[src/spw_defines.vh]
// Constants for the standby soft power controller: register offsets,
// field positions, reset values and timing counts.
// Assumes a 32768 Hz standby tick strobe alongside the 250 MHz core clock.
//
// What this block does
// - Enabled button or wake fall powers on
// - Power-up bit forces on at standby reset
// - Stay-off bit keeps output floating at reset
// - Button power-off only after debounce delay
// - Button-off enable defaults one, gates button off
// - Control write with bit 7 powers off
// - Control bits 7:5: off, restart, stop
// - Two enable registers select wake sources
// - Status sets always; only enabled events power on
// - Configuration cleared only by battery reset
// - Power state kept through standby loss
// - Delay two spans 500ms to 32s, default 500ms; here the register is only stored and read back, no timer uses it
// - Override timer counts while pressed, clears released
// - Override fires between four and 4.5 seconds
// - Override timer from divided 32k, clears state
// - Override sets status, clears button status, powers off
// - Override status cleared by writing one
// - Control bit 0 routes events to SCI
// - SMI bit 7 routes events to SMI; both allowed
// - SCI steerable, polarity and drive selectable
// - Button press sets status, raises enabled SCI
`ifndef SPW_DEFINES_VH
`define SPW_DEFINES_VH

// Register offsets
`define SPW_ADDR_EN1        8'hb0
`define SPW_ADDR_EN2        8'hb1
`define SPW_ADDR_STS1       8'hb2
`define SPW_ADDR_STS2       8'hb3
`define SPW_ADDR_DELAY2     8'hb8
`define SPW_ADDR_CTRL       8'hf4

// Second enable register fields
`define SPW_EN2_RXD2        0
`define SPW_EN2_RING        1
`define SPW_EN2_BUTTON      2
`define SPW_EN2_VTRPOR      3
`define SPW_EN2_POR_OFF     4
`define SPW_EN2_OFF_EN      5
`define SPW_EN2_POR_ON      6

// Control register fields
`define SPW_CTRL_SWOFF      7
`define SPW_CTRL_RESTART    6
`define SPW_CTRL_STOP       5

// Reset values
`define SPW_EN1_RST         8'h00
`define SPW_EN2_RST         8'h20
`define SPW_DELAY2_RST      8'h00
`define SPW_CTRL_RST        8'h00

// Timing: standby tick rate, debounce and override figures
`define SPW_TICK_HZ         32768
`define SPW_DEBOUNCE_MS     16
`define SPW_DEBOUNCE_TICKS  ((`SPW_DEBOUNCE_MS * `SPW_TICK_HZ + 999) / 1000)
`define SPW_HALF_SEC_TICKS  (`SPW_TICK_HZ / 2)
`define SPW_OVR_HALF_SECS   8

`endif

[src/spw_soft_power.v]
// Standby soft power controller: power state, wake sources, button
// debounce and override timer, configuration registers, SCI/SMI routing.
// Assumes inputs other than rst_n, button_in and wake_n synchronous to clk and tick_32k a one-cycle strobe
// at the standby clock rate; rst_n is the battery power-on reset.
`timescale 1ns/1ps
`default_nettype none
`include "spw_defines.vh"

module spw_soft_power #(
  parameter HALF_SEC_TICKS = `SPW_HALF_SEC_TICKS,
  parameter DEBOUNCE_TICKS = `SPW_DEBOUNCE_TICKS,
  parameter OVR_HALF_SECS  = `SPW_OVR_HALF_SECS
) (
  input  wire       clk,
  input  wire       rst_n,
  input  wire       ce,
  input  wire       tick_32k,
  input  wire       button_in,
  input  wire [9:0] wake_n,
  input  wire       vtr_por,
  input  wire [7:0] cfg_addr,
  input  wire       cfg_wr,
  input  wire       cfg_rd,
  input  wire [7:0] cfg_wdata,
  output reg  [7:0] cfg_rdata,
  input  wire       override_enable,
  input  wire       power_button_enable,
  input  wire       sci_route_enable,
  input  wire       smi_route_enable,
  input  wire       sci_to_pin,
  input  wire       sci_active_high,
  input  wire       sci_push_pull,
  input  wire       override_status_clear,
  input  wire       power_button_status_clear,
  output reg        power_on_n_out,
  output reg        power_on_oe,
  output reg        override_status,
  output reg        power_button_status,
  output reg        sci_pin_out,
  output reg        sci_pin_oe,
  output reg        sci_irq_out,
  output reg        smi_out,
  output reg        restart_count,
  output reg        stop_count
);

  ////////////////////////////////////////////////////////////////////////////
  // Reset release and input synchronisers

  reg        rst_q1;
  reg        rst_q2;
  wire       rst_int_n = rst_q2;
  reg [10:0] in_meta;
  reg [10:0] in_sync;

  // Reset asserts at once, releases two edges later
  always @(posedge clk or negedge rst_n) begin
    if (!rst_n) begin
      rst_q1 <= 1'b0;
      rst_q2 <= 1'b0;
    end else begin
      rst_q1 <= 1'b1;
      rst_q2 <= rst_q1;
    end
  end

  // Two-stage synchroniser; first stage feeds only the second
  always @(posedge clk or negedge rst_int_n) begin
    if (!rst_int_n) begin
      in_meta <= 11'h3ff;
      in_sync <= 11'h3ff;
    end else if (ce) begin
      in_meta <= {button_in, wake_n};
      in_sync <= in_meta;
    end
  end

  ////////////////////////////////////////////////////////////////////////////
  // Standby-tick sampling and edge detection

  reg  [10:0] samp_cur;
  reg  [10:0] samp_prev;
  reg         edge_valid;

  // Edges are judged only on tick samples so glitches between ticks are lost
  always @(posedge clk or negedge rst_int_n) begin
    if (!rst_int_n) begin
      samp_cur   <= 11'h3ff;
      samp_prev  <= 11'h3ff;
      edge_valid <= 1'b0;
    end else if (ce) begin
      edge_valid <= tick_32k;
      if (tick_32k) begin
        samp_cur  <= in_sync;
        samp_prev <= samp_cur;
      end
    end
  end

  wire [10:0] falls    = edge_valid ? (samp_prev & ~samp_cur) : 11'h000;
  wire        btn_held = samp_cur[10];
  wire        btn_fall = falls[10];

  ////////////////////////////////////////////////////////////////////////////
  // Configuration registers

  reg  [7:0] wake_enable_one;
  reg  [7:0] wake_enable_two;
  reg  [7:0] wake_status_one;
  reg  [3:0] wake_status_two;
  reg  [7:0] delay_two_time;
  reg        software_power_off;

  wire wr_en1   = ce & cfg_wr & (cfg_addr == `SPW_ADDR_EN1);
  wire wr_en2   = ce & cfg_wr & (cfg_addr == `SPW_ADDR_EN2);
  wire wr_sts1  = ce & cfg_wr & (cfg_addr == `SPW_ADDR_STS1);
  wire wr_sts2  = ce & cfg_wr & (cfg_addr == `SPW_ADDR_STS2);
  wire wr_dly2  = ce & cfg_wr & (cfg_addr == `SPW_ADDR_DELAY2);
  wire wr_ctrl  = ce & cfg_wr & (cfg_addr == `SPW_ADDR_CTRL);

  // Wake events in enable/status bit order
  wire [7:0] set_one = falls[7:0];
  wire [3:0] set_two = {vtr_por & ce, btn_fall, falls[9], falls[8]};

  // Battery reset is the only reset of the stored configuration
  always @(posedge clk or negedge rst_int_n) begin
    if (!rst_int_n) begin
      wake_enable_one    <= `SPW_EN1_RST;
      wake_enable_two    <= `SPW_EN2_RST;
      delay_two_time     <= `SPW_DELAY2_RST;
      restart_count      <= 1'b0;
      stop_count         <= 1'b0;
      software_power_off <= 1'b0;
      wake_status_one    <= 8'h00;
      wake_status_two    <= 4'h0;
    end else if (ce) begin
      software_power_off <= wr_ctrl & cfg_wdata[`SPW_CTRL_SWOFF];
      if (wr_en1)
        wake_enable_one <= cfg_wdata;
      if (wr_en2)
        wake_enable_two <= {1'b0, cfg_wdata[6:0]};
      if (wr_dly2)
        delay_two_time <= cfg_wdata;
      if (wr_ctrl) begin
        restart_count <= cfg_wdata[`SPW_CTRL_RESTART];
        stop_count    <= cfg_wdata[`SPW_CTRL_STOP];
      end
      // Write one clears; a same-cycle event still sets
      wake_status_one <= (wake_status_one & ~(wr_sts1 ? cfg_wdata : 8'h00)) | set_one;
      wake_status_two <= (wake_status_two & ~(wr_sts2 ? cfg_wdata[3:0] : 4'h0)) | set_two;
    end
  end

  // Read data registered; unmapped offsets read zero
  always @(posedge clk or negedge rst_int_n) begin
    if (!rst_int_n) begin
      cfg_rdata <= 8'h00;
    end else if (ce && cfg_rd) begin
      case (cfg_addr)
        `SPW_ADDR_EN1:   cfg_rdata <= wake_enable_one;
        `SPW_ADDR_EN2:   cfg_rdata <= wake_enable_two;
        `SPW_ADDR_STS1:  cfg_rdata <= wake_status_one;
        `SPW_ADDR_STS2:  cfg_rdata <= {4'h0, wake_status_two};
        `SPW_ADDR_DELAY2: cfg_rdata <= delay_two_time;
        `SPW_ADDR_CTRL:  cfg_rdata <= {1'b0, restart_count, stop_count, 5'h00};
        default:         cfg_rdata <= 8'h00;
      endcase
    end
  end

  ////////////////////////////////////////////////////////////////////////////
  // Override timer

  reg [15:0] ovr_pre;
  reg [3:0]  ovr_halves;
  reg        ovr_fired;
  reg        ovr_blank;
  wire       ovr_pulse = ce & tick_32k & btn_held & ~ovr_fired &
                         (ovr_halves == OVR_HALF_SECS[3:0]);

  // Prescaler restarts with each press, so the fire point is fixed at one tick past 4 s
  always @(posedge clk or negedge rst_int_n) begin
    if (!rst_int_n) begin
      ovr_pre    <= 16'h0000;
      ovr_halves <= 4'h0;
      ovr_fired  <= 1'b0;
    end else if (ce && tick_32k) begin
      if (!btn_held) begin
        ovr_pre    <= 16'h0000;
        ovr_halves <= 4'h0;
        ovr_fired  <= 1'b0;
      end else if (ovr_pulse) begin
        ovr_fired <= 1'b1;
      end else if (!ovr_fired) begin
        if (ovr_pre == HALF_SEC_TICKS[15:0] - 16'h0001) begin
          ovr_pre    <= 16'h0000;
          ovr_halves <= ovr_halves + 4'h1;
        end else begin
          ovr_pre <= ovr_pre + 16'h0001;
        end
      end
    end
  end

  wire ovr_event = ovr_pulse & override_enable;

  ////////////////////////////////////////////////////////////////////////////
  // Button debounce for power-off

  reg [15:0] deb_cnt;
  reg        deb_active;
  reg        power_state;
  wire       deb_done = ce & tick_32k & deb_active & ~btn_held &
                        (deb_cnt == DEBOUNCE_TICKS[15:0] - 16'h0001);

  // Release must stay clean for the whole delay before power drops
  always @(posedge clk or negedge rst_int_n) begin
    if (!rst_int_n) begin
      deb_active <= 1'b0;
      deb_cnt    <= 16'h0000;
    end else if (ce) begin
      if (btn_fall && power_state && wake_enable_two[`SPW_EN2_OFF_EN] && !ovr_blank) begin
        deb_active <= 1'b1;
        deb_cnt    <= 16'h0000;
      end else if (deb_active && tick_32k) begin
        if (btn_held || deb_done)
          deb_active <= 1'b0;
        else
          deb_cnt <= deb_cnt + 16'h0001;
      end
    end
  end

  ////////////////////////////////////////////////////////////////////////////
  // Power state flip-flop

  wire wake_on = |(set_one & wake_enable_one) |
                 |(set_two[2:0] & wake_enable_two[2:0]);
  wire off_req = software_power_off | ovr_event |
                 (deb_done & wake_enable_two[`SPW_EN2_OFF_EN]);

  // Off wins over on; battery reset only, so standby loss keeps the state
  always @(posedge clk or negedge rst_int_n) begin
    if (!rst_int_n) begin
      power_state <= 1'b0;
      ovr_blank   <= 1'b0;
    end else if (ce) begin
      if (ovr_event)
        ovr_blank <= 1'b1;
      else if (btn_fall)
        ovr_blank <= 1'b0;
      if (off_req)
        power_state <= 1'b0;
      else if (vtr_por && wake_enable_two[`SPW_EN2_POR_OFF])
        power_state <= 1'b0;
      else if (vtr_por && wake_enable_two[`SPW_EN2_POR_ON])
        power_state <= 1'b1;
      else if (wake_on && !(btn_fall && ovr_blank))
        power_state <= 1'b1;
    end
  end

  // Open drain: low while on, released (floating) while off
  always @(posedge clk or negedge rst_int_n) begin
    if (!rst_int_n) begin
      power_on_n_out <= 1'b1;
      power_on_oe    <= 1'b0;
    end else if (ce) begin
      power_on_n_out <= ~power_state;
      power_on_oe    <= power_state;
    end
  end

  ////////////////////////////////////////////////////////////////////////////
  // Button status, override status and event routing

  // Override clears button status; each flag keeps set over clear
  always @(posedge clk or negedge rst_int_n) begin
    if (!rst_int_n) begin
      override_status     <= 1'b0;
      power_button_status <= 1'b0;
    end else if (ce) begin
      override_status <= (override_status & ~override_status_clear) | ovr_event;
      if (ovr_event)
        power_button_status <= 1'b0;
      else
        power_button_status <= (power_button_status & ~power_button_status_clear) | btn_fall;
    end
  end

  wire pm_event = (power_button_status & power_button_enable) |
                  (override_status & override_enable);
  wire sci_act  = pm_event & sci_route_enable;
  wire pin_lvl  = sci_active_high ? sci_act : ~sci_act;

  // Both routes may be on together; open collector drives only its low level
  always @(posedge clk or negedge rst_int_n) begin
    if (!rst_int_n) begin
      smi_out     <= 1'b0;
      sci_irq_out <= 1'b0;
      sci_pin_out <= 1'b1;
      sci_pin_oe  <= 1'b0;
    end else if (ce) begin
      smi_out     <= pm_event & smi_route_enable;
      sci_irq_out <= sci_act & ~sci_to_pin;
      sci_pin_out <= pin_lvl;
      sci_pin_oe  <= sci_to_pin & (sci_push_pull | ~pin_lvl);
    end
  end

endmodule // spw_soft_power
`default_nettype wire

[config.mk]
export PLATFORM = sky130hd
export DESIGN_NAME = spw_soft_power
export DESIGN_NICKNAME = d
export VERILOG_FILES = /design/src/spw_soft_power.v
export VERILOG_INCLUDE_DIRS = /design/src /design/src/src
export SDC_FILE = /design/constraint.sdc
export NUM_CORES = 1
export LEC_CHECK = 0
export BUFFER_PORTS_ARGS = -buffer_cell sky130_fd_sc_hd__buf_2
export CAP_MARGIN = 30
export CELL_PAD_IN_SITES_DETAIL_PLACEMENT = 1
export CELL_PAD_IN_SITES_GLOBAL_PLACEMENT = 2
export CORE_ASPECT_RATIO = 2
export CORE_MARGIN = 4
export CORE_UTILIZATION = 36
export DETAILED_ROUTE_END_ITERATION = 12
export PLACE_DENSITY = 0.75
export SLEW_MARGIN = 15
export SYNTH_ARGS = -nofsm -noshare
export SYNTH_HDL_FRONTEND = slang
export SYNTH_SLANG_ARGS = --single-unit
[constraint.sdc]
create_clock -name clk -period 4.1 [get_ports clk]
set_input_delay 0.205 -clock clk [delete_from_list [all_inputs] [get_ports clk]]
set_output_delay 0.205 -clock clk [all_outputs]
set_load 0.05 [all_outputs]
==> results.cfg <==
[setup_path]
required_ns = 4.39
crit_family = compound AO/OA/AOI/OAI gates
critical-path-slowest-cell = o41a_1
r2r_end = ovr_pre[3]
reg2reg_slack_ns = 1.60
r2r-start = ovr_pre[0]
path_cells = ha_1, nand3_1, o41a_1, nand2_1, o311ai_0
crit_path_end_kind = flop
critPathMaxFanout = 12
critical_path_class = flop to flop
critPathMaxStageDelay_ns = 0.53
crit_arrival_ns = 2.79
cp-start-kind = flop
path_buf_inv = 0
reg2regPathDepth = 5

[route]
first_pass_iters = 5
vias = 5162
drc = 0
ant_nets = 0
wire_per_inst_um = 21.3
drt_iter0_drc = 152
wl_mm = 18.9
vias_per_cell = 5.81

[die]
dieWidth_um = 105
initial_utilization = 0.367
design.core.area_um2 = 18400
num_rows = 70
pin_count = 61
dieArea_um2 = 21200
fp.dieH_um = 202

[cts]
ctsHoldBuffers = 3
cts_buffers = 17
clkTransAtPathRegs_ns = 0.07
clock_latency_ns = 0.43
cts_tree = built
cts_sinks = 141
clockBufferDepth = 2
postCtsSetupRepairBufs = 0
cts_resized = 0
cts_max_level = 4
clockRootBuffer = clkbuf_16

[logic_synthesis]
synth-seq-area-share = 0.530
synthTopCellsByArea = dfrtp_1 36%, dfstp_2 17%, mux2_2 12%
synthFlopType = dfrtp_1
synth_top_area_frac = 0.363
mappedNetlistArea_um2 = 6760
synth-seq-cells = 141
synth_edf_count = 0
syn_area_per_cell_um2 = 11.3
syn_nets = 648
yosys_warnings = 0
ys_types = 68
synth_cells = 600
yosysTopAreaCell = dfrtp_1
ys_async_sr_fraction = 1.00

[outcome]
status = completed

[pwr]
leakagePower_nw = 3.37
seqPwrFrac = 0.472
p_int_w = 0.00282
switching_share = 0.304
p_sw_w = 0.00123
max-vdd-ir-drop_uv = 230
power.share.clock = 0.379
powerDensity_nw_per_um2 = 515
comb_power_share = 0.149

[sta]
rsz0062_at_grt = false
setup_tns_ns = 0
max_slew.worst_pin.slew_ns = 1.01
final.setup_skew_ns = 0.00822
relSlewSlack = 0.321
layout_setup_ws_ns = 1.60
post-route-period-util = 0.609
finalMaxSlewViolations = 0
timing.fmax_ghz = 0.401
setup_viol = 0
worst_hold_slack_ns = 0.0203
hold_viol = 0
fin_crit_ns = 2.50

[final_layout]
final_nets = 707
area_growth_pct = 16.5
multiInputGateArea_um2 = 2980
fillCellCount = 2006
layout_common_cells = 97 x dfrtp_1, 71 x mux2_2, 62 x nand2_1, 60 x buf_2, 43 x dfstp_2
layout_commonest_cell = dfrtp_1
drive_above_1_share = 0.330
post-route-util = 0.428
stdcell_count = 889
seqCellArea_um2 = 3590

[min_path]
hp-class = input port to flop
min-delay-start = wake_n[1]
hold_path_depth = 2
hold_end = in_meta[1]

[grt]
grt_util_met3 = 0.0348
grt_pass1_vias = 5681
grtUsageMet2 = 0.366
grt_use_met1 = 0.183
grt_antenna_before_repair = 1
grt_overflow = 0
busiest_layer = met2
grt_first_pass_wirelength_mm = 30.7
grt_max_degree = 76
grt_usage = 0.186

[job]
maxCapViolCount = 0

[placement]
hpwl_mm = 14.2
routabilityCongestion = 0.825
numPortBuffers = 60
placed_cells = 853
place_ws_ns = 1.63
-- worst max path at each step --
| stage | start | end | slack, ns | cells past startpoint |
|---|---|---|---|---|
| 6_report | ovr_pre[0] | ovr_pre[3] | 1.60 | 5 |
| 2_1_floorplan | rst_int_n | cfg_rdata[0] | 1.80 | 0 |
| 3_5_place_dp | ovr_pre[0] | ovr_pre[3] | 1.63 | 5 |
| 4_1_cts | ovr_pre[0] | ovr_pre[3] | 1.61 | 5 |
| 5_1_grt | ovr_pre[0] | ovr_pre[9] | 1.46 | 5 |
| 3_3_place_gp | cfg_addr[2] | wake_enable_two[6] | 1.68 | 5 |
-- power groups by stage --
stage,clock [W],sequential (W),combinational (W)
finish,0.00154,0.00192,0.000604
global placement,0,0.00192,0.000577
detailed placement,0,0.00194,0.000612
global route,0.00164,0.00196,0.000681
CTS,0.00157,0.00192,0.000616
floorplan,0,0.00191,0.000394
-- flip-flops by register name, indices dropped and copies added (netlist names), 7 cells and up --
name / cells
delay_two_time: 8
cfg_rdata: 8
ovr_pre: 16
samp_prev: 11
wake_enable_two: 7
wake_status_one: 8
in_sync: 11
wake_enable_one: 8
samp_cur: 11
in_meta: 11
deb_cnt: 16
-- layout make-up --
cell class / count / share of cell area
timing repair buffer: 67 / 0.0473
clock inverter: 13 / 0.0145
sequential: 141 / 0.455
inverter: 21 / 0.0100
tap: 216 / 0.0343
multi-input combinational: 411 / 0.378
antenna: 1 / 0.000318
clock buffer: 19 / 0.0604
-- metrics by stage --
stage / power [W] / area (um^2)
5_1_grt: 0.00428 / 7880
2_1_floorplan: 0.00231 / 6760
6_report: 0.00405 / 7880
3_3_place_gp: 0.00250 / 7250
4_1_cts: 0.00411 / 7870
3_5_place_dp: 0.00255 / 7250
-- cell usage after synthesis (3+ instances only) --
cell type,n
a21oi_1,16
or3_1,5
o2bb2ai_1,11
nand3b_1,11
nor2b_1,3
nand2b_1,11
and4_1,3
clkbuf_1,16
nand4_1,10
nor2_1,16
dfstp_2,43
nor4_1,9
inv_1,21
o31ai_1,8
or4_1,3
o21ai_0,33
buf_4,3
ha_1,5
mux2i_1,4
dfrtp_1,98
nand3_1,34
nand2_1,62
mux2_2,71
xnor2_1,4
a22o_1,9
o2111ai_1,3
and3_1,6
nor3_1,5
a31oi_1,5
a222oi_1,4
o311ai_0,7
a21o_1,4
buf_2,7
a211oi_1,4
-- kinds of logic (layout without fill, tap and decap cells) --
family | count (synthesis) | after routing | share of synthesized area
buffers and inverters | 48 | 120 | 0.0296
AND/OR/NAND/NOR | 202 | 202 | 0.172
XOR/XNOR | 5 | 5 | 0.00648
multiplexers | 75 | 75 | 0.124
flip-flops | 141 | 141 | 0.530
other | 1 | 2 | 0.000555
AO/OA/AOI/OAI | 123 | 123 | 0.128
adder cells (fa/ha/maj) | 5 | 5 | 0.00926
-- per-layer routing --
metal  vias up  share of wire
met2        97           0.58
met3        37          0.024
met5         -              0
met4         0          0.031
met1      2673           0.37
li1       2355              -
No activity file was read; power rests on OpenSTA's default activity.
